[src/core/pec_pkg.sv]
// Constants shared by the protection element comparator and its timer.
// Assumes a single 20 MHz clock with a synchronous active-high reset.
package pec_pkg;
	localparam int ADR_W = 8;
	localparam int DAT_W = 32;
	localparam int VAL_W = 16;
	// Register byte offsets.
	localparam logic [7:0] OFS_CTRL = 8'h00;
	localparam logic [7:0] OFS_GROUP = 8'h04;
	localparam logic [7:0] OFS_STATUS = 8'h08;
	localparam logic [7:0] OFS_EVENT = 8'h0c;
	localparam logic [7:0] OFS_SCALE_A = 8'h10;
	localparam logic [7:0] OFS_SCALE_B = 8'h14;
	localparam logic [7:0] OFS_MEAS = 8'h18;
	// Setting sets: set n sits at 0x40 + 0x10*n, fields on word index.
	localparam logic [3:0] SET_PAGE0 = 4'h4;
	localparam logic [3:0] SET_PAGE_END = 4'ha;
	localparam logic [1:0] FLD_LEVEL = 2'h0;
	localparam logic [1:0] FLD_ON = 2'h1;
	localparam logic [1:0] FLD_OFF = 2'h2;
	localparam int N_SETS = 7;
	localparam int SET_W = 3;
	localparam logic [2:0] CTRL_SET = 3'h6;
	localparam logic [2:0] GROUP_MIN = 3'h1;
	localparam logic [2:0] GROUP_MAX = 3'h6;
	localparam logic [2:0] GROUP_RST = 3'h1;
	// Control register fields.
	localparam int CTL_FUNC = 0;
	localparam int CTL_CLASS = 1;
	localparam int CTL_TGT = 2;
	localparam int CTL_EVT = 4;
	localparam int CTL_DIG = 5;
	localparam int CTL_BLK = 6;
	localparam int CTL_TRST = 7;
	localparam logic [6:0] CTRL_RST = 7'h00;
	// Status and event fields.
	localparam int STB_RUN = 0;
	localparam int STB_PKP = 1;
	localparam int STB_OPR = 2;
	localparam int STB_TGT = 3;
	localparam int STB_SET = 4;
	localparam int EVB_PKP = 0;
	localparam int EVB_DPO = 1;
	localparam int EVB_OPR = 2;
	// Setting and scale reset values; scale 0x1000 is unity.
	localparam logic [15:0] LEVEL_RST = 16'h1000;
	localparam logic [15:0] DLY_RST = 16'h0000;
	localparam logic [15:0] SCALE_RST = 16'h1000;
	localparam int SCALE_SH = 12;
	// Delay tick of 1 us, least time rounded up to clock cycles.
	localparam int CLK_NS = 50;
	localparam int TICK_NS = 1000;
	localparam int TICK_CYC = (TICK_NS + CLK_NS - 1) / CLK_NS;
	localparam int PRE_W = 5;
	typedef enum logic [1:0] {
		PEC_TGT_OFF = 2'b00,
		PEC_TGT_AUTO = 2'b01,
		PEC_TGT_LATCH = 2'b10
	} pec_tgt_t;
	typedef enum logic [1:0] {
		PEC_ST_IDLE = 2'b00,
		PEC_ST_WAIT = 2'b01,
		PEC_ST_OPER = 2'b10,
		PEC_ST_HOLD = 2'b11
	} pec_st_t;
endpackage

[src/core/pec_tmr_if.sv]
// Link between the comparator core and its on/off delay timer.
// Assumes both ends run on the same clock.
`timescale 1ns/1ps
interface pec_tmr_if;
	logic run;
	logic pickup;
	logic [15:0] on_dly;
	logic [15:0] off_dly;
	logic operate;
	modport core (output run, output pickup, output on_dly, output off_dly, input operate);
	modport tmr (input run, input pickup, input on_dly, input off_dly, output operate);
endinterface

[src/core/pec_timer.sv]
// On-delay and off-delay timer that turns pickup into operate.
// Assumes delays in 1 us ticks and pickup already gated by run.
`timescale 1ns/1ps
module pec_timer (
	// Clock and reset.
	input wire logic clk_i,
	input wire logic rst_i,
	// Link to the comparator core.
	pec_tmr_if.tmr tif
);
	pec_pkg::pec_st_t state_reg, state_next;
	logic [15:0] cnt_reg;
	logic [pec_pkg::PRE_W-1:0] pre_reg;
	logic operate_reg;
	logic tick;

	// A tick marks each elapsed microsecond inside a state.
	assign tick = (pre_reg == pec_pkg::PRE_W'(pec_pkg::TICK_CYC - 1));
	assign tif.operate = operate_reg;

	// Next state; losing run forces idle at once.
	always_comb begin
		state_next = state_reg;
		if (!tif.run) begin
			state_next = pec_pkg::PEC_ST_IDLE;
		end else begin
			case (state_reg)
				pec_pkg::PEC_ST_IDLE: begin
					if (tif.pickup && tif.on_dly == 16'h0000) begin
						state_next = pec_pkg::PEC_ST_OPER;
					end else if (tif.pickup) begin
						state_next = pec_pkg::PEC_ST_WAIT;
					end
				end
				pec_pkg::PEC_ST_WAIT: begin
					if (!tif.pickup) begin
						state_next = pec_pkg::PEC_ST_IDLE;
					end else if (tick && (cnt_reg + 16'h0001) == tif.on_dly) begin
						state_next = pec_pkg::PEC_ST_OPER;
					end
				end
				pec_pkg::PEC_ST_OPER: begin
					if (!tif.pickup && tif.off_dly == 16'h0000) begin
						state_next = pec_pkg::PEC_ST_IDLE;
					end else if (!tif.pickup) begin
						state_next = pec_pkg::PEC_ST_HOLD;
					end
				end
				pec_pkg::PEC_ST_HOLD: begin
					if (tif.pickup) begin
						state_next = pec_pkg::PEC_ST_OPER;
					end else if (tick && (cnt_reg + 16'h0001) == tif.off_dly) begin
						state_next = pec_pkg::PEC_ST_IDLE;
					end
				end
				default: begin
					state_next = pec_pkg::PEC_ST_IDLE;
				end
			endcase
		end
	end

	// State, prescaler and tick counter restart on every state change.
	always_ff @(posedge clk_i) begin
		if (rst_i) begin
			state_reg <= pec_pkg::PEC_ST_IDLE;
			pre_reg <= '0;
			cnt_reg <= 16'h0000;
		end else begin
			state_reg <= state_next;
			if (state_next != state_reg) begin
				pre_reg <= '0;
				cnt_reg <= 16'h0000;
			end else if (tick) begin
				pre_reg <= '0;
				cnt_reg <= cnt_reg + 16'h0001;
			end else begin
				pre_reg <= pre_reg + 1'b1;
			end
		end
	end

	// Operate holds through the operate and hold states only.
	always_ff @(posedge clk_i) begin
		if (rst_i) begin
			operate_reg <= 1'b0;
		end else begin
			operate_reg <= (state_next == pec_pkg::PEC_ST_OPER) ||
				(state_next == pec_pkg::PEC_ST_HOLD);
		end
	end
endmodule

[src/core/pec_comparator.sv]
// Protection element comparator: pickup test, delays, target and events.
// Assumes a classic Wishbone master on clk_i and same-clock measurements.
//
// Notes on behaviour
// - Element inactive unless function enabled; function resets to disabled.
// - Output flag is logic 1 while the input lies in the set range.
// - Pickup flag rises as soon as the measurement exceeds pickup level.
// - Operate rises only after pickup held for the whole programmed time.
// - A programmable on-delay separates pickup from operate.
// - Operate holds for a programmable off-delay after pickup ends, then clears.
// - Every output rests at 0 and leaves it only while the test runs; a latched target and a dropout pulse outlast run.
// - Test runs only while run is 1; run at 0 returns outputs to default; a latched target holds through run at 0 until a reset command.
// - Block is one term of run, so block inhibits the comparator.
// - Grouped element holds six setting sets and uses the active group.
// - Control element uses one fixed set, ignoring the active group.
// - Target disabled gives no target indication on operate.
// - Self-reset target follows operate and clears by itself.
// - Latched target persists after operate until a reset command.
// - Events disabled means no pickup, dropout or operate events.
// - Events enabled gives three distinct events: pickup, dropout, operate.
// - Dropout event comes on the pickup output falling from 1 to 0.
// - Dropout event may occur while still operating with nonzero reset delay.
// - Digital variant compares a logic input; others compare analog values.
// - Currents in per-unit; summed inputs scale to the larger rated input.
// - Voltages in per-unit of nominal primary through the transformer ratio.
//
// The Wishbone register port and the register offsets were decided locally.
`timescale 1ns/1ps
module pec_comparator (
	// Clock and reset.
	input wire logic clk_i,
	input wire logic rst_i,
	// Wishbone slave.
	input wire logic wb_cyc_i,
	input wire logic wb_stb_i,
	input wire logic wb_we_i,
	input wire logic [pec_pkg::ADR_W-1:0] wb_adr_i,
	input wire logic [3:0] wb_sel_i,
	input wire logic [pec_pkg::DAT_W-1:0] wb_dat_i,
	output logic [pec_pkg::DAT_W-1:0] wb_dat_o,
	output logic wb_ack_o,
	// Measurement and supervision inputs.
	input wire logic [pec_pkg::VAL_W-1:0] meas_a_i,
	input wire logic [pec_pkg::VAL_W-1:0] meas_b_i,
	input wire logic digital_i,
	input wire logic block_i,
	// Element outputs.
	output logic pickup_o,
	output logic operate_o,
	output logic target_o,
	output logic pickup_event_o,
	output logic dropout_event_o,
	output logic operate_event_o
);
	// ------------------------------------------------------------
	// Declarations
	// ------------------------------------------------------------
	logic [6:0] ctrl_reg;
	logic [2:0] group_reg;
	logic [2:0] evt_reg;
	logic [15:0] scale_a_reg, scale_b_reg;
	logic [15:0] pu_reg;
	logic [2:0] set_reg;
	logic run_reg, pickup_reg, pkp_prev_reg, tgt_reg;
	logic ack_reg;
	logic [31:0] dat_reg, rd_next;
	logic [1:0] pin_raw, pin_flt;
	logic [15:0] lvl_arr [pec_pkg::N_SETS];
	logic [15:0] on_arr [pec_pkg::N_SETS];
	logic [15:0] off_arr [pec_pkg::N_SETS];
	logic req, wr;
	logic in_sets;
	logic [2:0] adr_set;
	logic [2:0] set_next;
	logic trst;
	logic [32:0] sum_w;
	logic cmp_w;
	pec_pkg::pec_tgt_t tgt_mode;
	pec_tmr_if tif ();

	// ------------------------------------------------------------
	// Wishbone decode
	// ------------------------------------------------------------
	// A request is answered one cycle later; writes land at that edge.
	assign req = wb_cyc_i && wb_stb_i && !ack_reg;
	assign wr = req && wb_we_i;
	assign in_sets = (wb_adr_i[7:4] >= pec_pkg::SET_PAGE0) &&
		(wb_adr_i[7:4] <= pec_pkg::SET_PAGE_END);
	assign adr_set = 3'(wb_adr_i[7:4] - pec_pkg::SET_PAGE0);
	assign trst = wr && wb_sel_i[0] && wb_adr_i == pec_pkg::OFS_CTRL &&
		wb_dat_i[pec_pkg::CTL_TRST];
	assign tgt_mode = pec_pkg::pec_tgt_t'(ctrl_reg[pec_pkg::CTL_TGT +: 2]);
	assign wb_ack_o = ack_reg;
	assign wb_dat_o = dat_reg;

	// Merges a write into a 16-bit register by byte lane.
	function automatic logic [15:0] merge16(input logic [15:0] old,
		input logic [31:0] d, input logic [3:0] sel);
		logic [15:0] r;
		r = old;
		if (sel[0]) begin
			r[7:0] = d[7:0];
		end
		if (sel[1]) begin
			r[15:8] = d[15:8];
		end
		return r;
	endfunction

	// Acknowledge and registered read data.
	always_ff @(posedge clk_i) begin
		if (rst_i) begin
			ack_reg <= 1'b0;
			dat_reg <= 32'h0000_0000;
		end else begin
			ack_reg <= req;
			if (req && !wb_we_i) begin
				dat_reg <= rd_next;
			end
		end
	end

	// Read mux; unmapped addresses read as zero.
	always_comb begin
		rd_next = 32'h0000_0000;
		case (wb_adr_i)
			pec_pkg::OFS_CTRL: rd_next[6:0] = ctrl_reg;
			pec_pkg::OFS_GROUP: rd_next[2:0] = group_reg;
			pec_pkg::OFS_STATUS: begin
				rd_next[pec_pkg::STB_RUN] = run_reg;
				rd_next[pec_pkg::STB_PKP] = pickup_reg;
				rd_next[pec_pkg::STB_OPR] = operate_o;
				rd_next[pec_pkg::STB_TGT] = tgt_reg;
				rd_next[pec_pkg::STB_SET +: 3] = set_reg;
			end
			pec_pkg::OFS_EVENT: rd_next[2:0] = evt_reg;
			pec_pkg::OFS_SCALE_A: rd_next[15:0] = scale_a_reg;
			pec_pkg::OFS_SCALE_B: rd_next[15:0] = scale_b_reg;
			pec_pkg::OFS_MEAS: rd_next[15:0] = pu_reg;
			default: begin
				if (in_sets) begin
					case (wb_adr_i[3:2])
						pec_pkg::FLD_LEVEL: rd_next[15:0] = lvl_arr[adr_set];
						pec_pkg::FLD_ON: rd_next[15:0] = on_arr[adr_set];
						pec_pkg::FLD_OFF: rd_next[15:0] = off_arr[adr_set];
						default: rd_next = 32'h0000_0000;
					endcase
				end
			end
		endcase
	end

	// ------------------------------------------------------------
	// Control, group and scale registers
	// ------------------------------------------------------------
	// Function, class, target mode, events, digital mode and block.
	always_ff @(posedge clk_i) begin
		if (rst_i) begin
			ctrl_reg <= pec_pkg::CTRL_RST;
			group_reg <= pec_pkg::GROUP_RST;
		end else if (wr && wb_sel_i[0]) begin
			if (wb_adr_i == pec_pkg::OFS_CTRL) begin
				ctrl_reg <= wb_dat_i[6:0];
			end
			if (wb_adr_i == pec_pkg::OFS_GROUP) begin
				group_reg <= wb_dat_i[2:0];
			end
		end
	end

	// Per-input scale factors, unity at 0x1000.
	always_ff @(posedge clk_i) begin
		if (rst_i) begin
			scale_a_reg <= pec_pkg::SCALE_RST;
			scale_b_reg <= pec_pkg::SCALE_RST;
		end else if (wr) begin
			if (wb_adr_i == pec_pkg::OFS_SCALE_A) begin
				scale_a_reg <= merge16(scale_a_reg, wb_dat_i, wb_sel_i);
			end
			if (wb_adr_i == pec_pkg::OFS_SCALE_B) begin
				scale_b_reg <= merge16(scale_b_reg, wb_dat_i, wb_sel_i);
			end
		end
	end

	// Setting sets 0..5 serve groups 1..6; set 6 is the control set.
	for (genvar g = 0; g < pec_pkg::N_SETS; g++) begin : g_set
		logic [15:0] lvl_reg, on_reg, off_reg;
		logic hit;
		assign hit = wr && in_sets && adr_set == 3'(g);
		assign lvl_arr[g] = lvl_reg;
		assign on_arr[g] = on_reg;
		assign off_arr[g] = off_reg;
		always_ff @(posedge clk_i) begin
			if (rst_i) begin
				lvl_reg <= pec_pkg::LEVEL_RST;
				on_reg <= pec_pkg::DLY_RST;
				off_reg <= pec_pkg::DLY_RST;
			end else if (hit) begin
				if (wb_adr_i[3:2] == pec_pkg::FLD_LEVEL) begin
					lvl_reg <= merge16(lvl_reg, wb_dat_i, wb_sel_i);
				end
				if (wb_adr_i[3:2] == pec_pkg::FLD_ON) begin
					on_reg <= merge16(on_reg, wb_dat_i, wb_sel_i);
				end
				if (wb_adr_i[3:2] == pec_pkg::FLD_OFF) begin
					off_reg <= merge16(off_reg, wb_dat_i, wb_sel_i);
				end
			end
		end
	end

	// ------------------------------------------------------------
	// Pin synchronisers
	// ------------------------------------------------------------
	// Digital input and block pin pass three stages; last two must agree.
	assign pin_raw = {block_i, digital_i};
	for (genvar b = 0; b < 2; b++) begin : g_sync
		logic s1_reg, s2_reg, s3_reg, flt_reg;
		assign pin_flt[b] = flt_reg;
		always_ff @(posedge clk_i) begin
			if (rst_i) begin
				s1_reg <= 1'b0;
				s2_reg <= 1'b0;
				s3_reg <= 1'b0;
				flt_reg <= 1'b0;
			end else begin
				s1_reg <= pin_raw[b];
				s2_reg <= s1_reg;
				s3_reg <= s2_reg;
				if (s2_reg == s3_reg) begin
					flt_reg <= s3_reg;
				end
			end
		end
	end

	// ------------------------------------------------------------
	// Measurement and comparison
	// ------------------------------------------------------------
	// Software sets each scale so the sum lands in per-unit of the base.
	assign sum_w = 33'(meas_a_i * scale_a_reg) + 33'(meas_b_i * scale_b_reg);

	// Per-unit value, saturated at full scale.
	always_ff @(posedge clk_i) begin
		if (rst_i) begin
			pu_reg <= 16'h0000;
		end else if (|sum_w[32:pec_pkg::SCALE_SH + 16]) begin
			pu_reg <= 16'hffff;
		end else begin
			pu_reg <= sum_w[pec_pkg::SCALE_SH +: 16];
		end
	end

	// Grouped elements follow the active group; control ones use set 6.
	always_comb begin
		if (ctrl_reg[pec_pkg::CTL_CLASS]) begin
			set_next = pec_pkg::CTRL_SET;
		end else if (group_reg < pec_pkg::GROUP_MIN || group_reg > pec_pkg::GROUP_MAX) begin
			set_next = 3'h0;
		end else begin
			set_next = group_reg - 3'h1;
		end
	end

	// Digital mode tests the logic input, else the level is exceeded.
	assign cmp_w = ctrl_reg[pec_pkg::CTL_DIG] ? pin_flt[0] :
		(pu_reg > lvl_arr[set_reg]);

	// Run combines function enable with both block terms.
	always_ff @(posedge clk_i) begin
		if (rst_i) begin
			set_reg <= 3'h0;
			run_reg <= 1'b0;
			pickup_reg <= 1'b0;
		end else begin
			set_reg <= set_next;
			run_reg <= ctrl_reg[pec_pkg::CTL_FUNC] &&
				!ctrl_reg[pec_pkg::CTL_BLK] && !pin_flt[1];
			pickup_reg <= run_reg && cmp_w;
		end
	end

	assign tif.run = run_reg;
	assign tif.pickup = pickup_reg;
	assign tif.on_dly = on_arr[set_reg];
	assign tif.off_dly = off_arr[set_reg];

	pec_timer u_timer (
		.clk_i(clk_i),
		.rst_i(rst_i),
		.tif(tif)
	);

	// ------------------------------------------------------------
	// Outputs, events and target
	// ------------------------------------------------------------
	// Edge detection gives one-cycle event pulses when enabled.
	always_ff @(posedge clk_i) begin
		if (rst_i) begin
			pkp_prev_reg <= 1'b0;
			operate_o <= 1'b0;
			pickup_event_o <= 1'b0;
			dropout_event_o <= 1'b0;
			operate_event_o <= 1'b0;
		end else begin
			pkp_prev_reg <= pickup_reg;
			operate_o <= tif.operate;
			pickup_event_o <= ctrl_reg[pec_pkg::CTL_EVT] && pickup_reg && !pkp_prev_reg;
			dropout_event_o <= ctrl_reg[pec_pkg::CTL_EVT] &&
				!pickup_reg && pkp_prev_reg;
			operate_event_o <= ctrl_reg[pec_pkg::CTL_EVT] && tif.operate && !operate_o;
		end
	end
	assign pickup_o = pickup_reg;

	// Sticky event flags, write one to clear; a new event wins.
	always_ff @(posedge clk_i) begin
		if (rst_i) begin
			evt_reg <= 3'h0;
		end else if (wr && wb_sel_i[0] && wb_adr_i == pec_pkg::OFS_EVENT) begin
			evt_reg <= (evt_reg & ~wb_dat_i[2:0]) |
				{operate_event_o, dropout_event_o, pickup_event_o};
		end else begin
			evt_reg <= evt_reg | {operate_event_o, dropout_event_o, pickup_event_o};
		end
	end

	// Target indication per mode; latched target set wins over reset.
	always_ff @(posedge clk_i) begin
		if (rst_i) begin
			tgt_reg <= 1'b0;
		end else begin
			case (tgt_mode)
				pec_pkg::PEC_TGT_AUTO: tgt_reg <= tif.operate;
				pec_pkg::PEC_TGT_LATCH: tgt_reg <= tif.operate || (tgt_reg && !trst);
				default: tgt_reg <= 1'b0;
			endcase
		end
	end
	assign target_o = tgt_reg;
endmodule

[config.mk]
export PLATFORM = sky130hd
export DESIGN_NAME = pec_comparator
export DESIGN_NICKNAME = d
export VERILOG_FILES = /design/src/core/pec_pkg.sv /design/src/core/pec_tmr_if.sv /design/src/core/pec_timer.sv /design/src/core/pec_comparator.sv
export SDC_FILE = /design/constraint.sdc
export NUM_CORES = 2
export LEC_CHECK = 0
export CORE_AREA = 2 2 265 267
export DETAILED_ROUTE_END_ITERATION = 8
export DIE_AREA = 0 0 267 269
export DONT_BUFFER_PORTS = 1
export PLACE_DENSITY = 0.74
export SLEW_MARGIN = 25
export SYNTH_ARGS = -nofsm -noshare
export SYNTH_HDL_FRONTEND = slang
export SYNTH_HIERARCHICAL = 1
export SYNTH_SLANG_ARGS = --single-unit
[constraint.sdc]
create_clock -name clk_i -period 9.2 [get_ports clk_i]
set_input_delay 0.92 -clock clk_i [delete_from_list [all_inputs] [get_ports clk_i]]
set_output_delay 0.92 -clock clk_i [all_outputs]
set_load 0.01 [all_outputs]
==> out/metrics.yaml <==
synthCells: 4725
fp.dieH_um: 269
yosysWarningCount: 6
core_region_area_sq_um: 69300
die_w_um: 267
drc_errors: 0
yosysTopAreaCellShare: 0.2187
drtIter0Drc: 3810
netlist-cell-type-count: 96
maxSlewHeadroom: 0.2771
report.final.setup_viol: 0
cts_buffers: 46
final_cell_mix: "nand2_1 (664), inv_1 (510), dfxtp_1 (454)"
clock-sinks: 457
ys_ff_latch: 457
nets: 5253
critPathRequiredTime_ps: 9620
grtUsageTotal: 0.3234
pin_count: 122
syn_avg_cell_area_sq_um: 8.855
critPathArrivalTime_ps: 8540
tightest_slew_ps: 1078
antenna_found_initial: 1
async_flop_share: 0
rows: 97
clock-root-buffer: "clkbuf_16"
htree_levels: 2
multi_input_area_sq_um: 29450
clk_pin_slew_ps: 60
wl_per_cell_um: 20.96
holdWs_ps: 411.4
finalPower_mw: 4.340
finClkSkew_ps: 24.32
avgViaCountPerCell: 6.103
post_cts_resized: 0
fillers: 5883
grt_start_max_net_pins: 419
yosys-top-cells-area: "dfxtp_1 (22%), fa_1 (21%), mux2i_1 (6.9%)"
outcome: "complete, no violations"
rrSetupSlack_ps: 1080
layout-drive-gt1-share: 0.06948
tritoncts: "yes"
setup_tns_ps: 0
max_freq_ghz: 0.1231
post-route-period-util: 0.8828
yosysTopAreaCell: "dfxtp_1"
firstDrtPassIters: 6
antenna_left: 0
powerDensity_nw_per_um2: 99.83
synth_area_sq_um: 41840
finalHoldViolations: 0
seq_area_sq_um: 9158
slew_viol_final: 0
grt_pass1_vias: 33020
hp-class: "reg2reg"
dieArea_sq_um: 71820
gp_congestion: 0.9083
dr_total_vias: 33420
initial_core_util: 0.6037
min_period_ps: 8122
utilization: 0.6273
postCtsHoldBufs: 0
path_max_fanout: 18
maxCapViolations: 0
syn_to_final_growth_pct: 3.903
hpwlAfterDp_um: 79430
ys_seq_area_frac: 0.2187
cts_setup_buffers: 0
totalWireLength_um: 114800
grt_overflow: 0
grt_pass1_wl_um: 182600
synth_flop_cell: "dfxtp_1"
p_leak_nw: 17.89
end_kind: "register"
clockBufferDepth: 3
path_class: "reg2reg"
rsz0062_at_grt: "no"
max-vdd-ir-drop_mv: 0.1229
portBuffers: 0
synth_edf_count: 0
clock_latency_ps: 580
final_common_cell: "nand2_1"
critPathLaunchType: "register"
==> final cells by class <==
type / instances / area share
inverter: 511 / 0.04412
multi-input combinational: 3455 / 0.6774
clock inverter: 7 / 0.002130
antenna: 1 / 0.00005757
clock buffer: 72 / 0.03273
tap: 940 / 0.02706
timing repair buffer: 32 / 0.005814
sequential: 457 / 0.2107
==> stage by stage <==
stage | instances | setup slack [ps] | cell area [sq um]
2_1_floorplan | 4740 | 1716 | 41890
3_3_place_gp | 5395 | 1240 | 41940
3_5_place_dp | 5395 | 1160 | 41950
4_1_cts | 5474 | 1173 | 43470
5_1_grt | 5474 | 782.2 | 43470
6_report | 5475 | 1078 | 43470
==> kinds of logic (layout without fill, tap and decap cells) <==
logic type                 after synthesis  after routing  synth area share
and+or+nand+nor                       1498           1498            0.1685
buffers and inverters                  828            622           0.07988
AOI/OAI and AO/OA                      775            775            0.1046
adders and majority gates              667            667            0.2795
DFF                                    457            457            0.2187
muxes                                  426            426            0.1335
xor gates and xnor gates                73             73           0.01528
other                                    1             17        0.00008963
==> path summary, 6_finish.rpt <==
check / startpoint / endpoint / cells after the start
hold reg to reg: pkp_prev_reg / pickup_event_o / 1
hold / removal: pkp_prev_reg / pickup_event_o / 1
setup reg to reg: scale_a_reg[8] / pu_reg[14] / 23
setup / recovery: scale_a_reg[8] / pu_reg[14] / 23
==> synthesized netlist by cell type, types with 11 or more instances <==
library cell    n
nand3_1        38
and2_1        330
buf_2          32
nor2b_1        18
a211oi_1       11
nor4_1         14
nor2_1        303
ha_1          221
xnor2_1        39
inv_1         510
nor2_2         16
buf_1          21
nand2_1       665
a22oi_1        31
mux4_2        102
a21oi_1       322
dfxtp_1       457
xor2_1         34
fa_1          446
o21ai_0       302
buf_6          14
mux2i_1       289
a21o_1         11
mux2_2         35
nand4_1        22
nor3_1         28
buf_4          23
clkbuf_1      225
==> metal layers <==
metal,up-vias,part of all wire,wire length (um),track usage
li1,14990,-,-,-
met5,-,0.00011,13,0
met3,245,0.10,11570,0.05817
met2,1575,0.46,52450,0.5103
met1,16600,0.41,46840,0.4538
met4,2,0.034,3876,0.1032
==> worst max-delay path, cell delays in order, from the launching register on <==
cell and delay, ps:
dfxtp_1 850, nand2_1 170, fa_1 560, fa_1 550, inv_1 50, fa_1 520, inv_1 50, fa_1 500
inv_1 60, fa_1 440, fa_1 490, fa_1 530, inv_1 60, fa_1 470, inv_1 40, ha_1 350
a21oi_1 300, o21ai_0 180, nor2b_1 180, a211oi_1 590, o21ai_0 200, xnor2_1 180, o2111a_2 530, a21oi_1 120
==> report_power, final <==
| part | total (mW) | leakage [nW] | switching, mW | internal [mW] |
|---|---|---|---|---|
| clock network | 1.92 | 0.746 | 0.804 | 1.11 |
| logic | 0.395 | 13.5 | 0.239 | 0.157 |
| registers | 2.03 | 3.69 | 0.0249 | 2.00 |
| total | 4.34 | 17.9 | 1.07 | 3.27 |
Power figures use the tool's default switching activity.
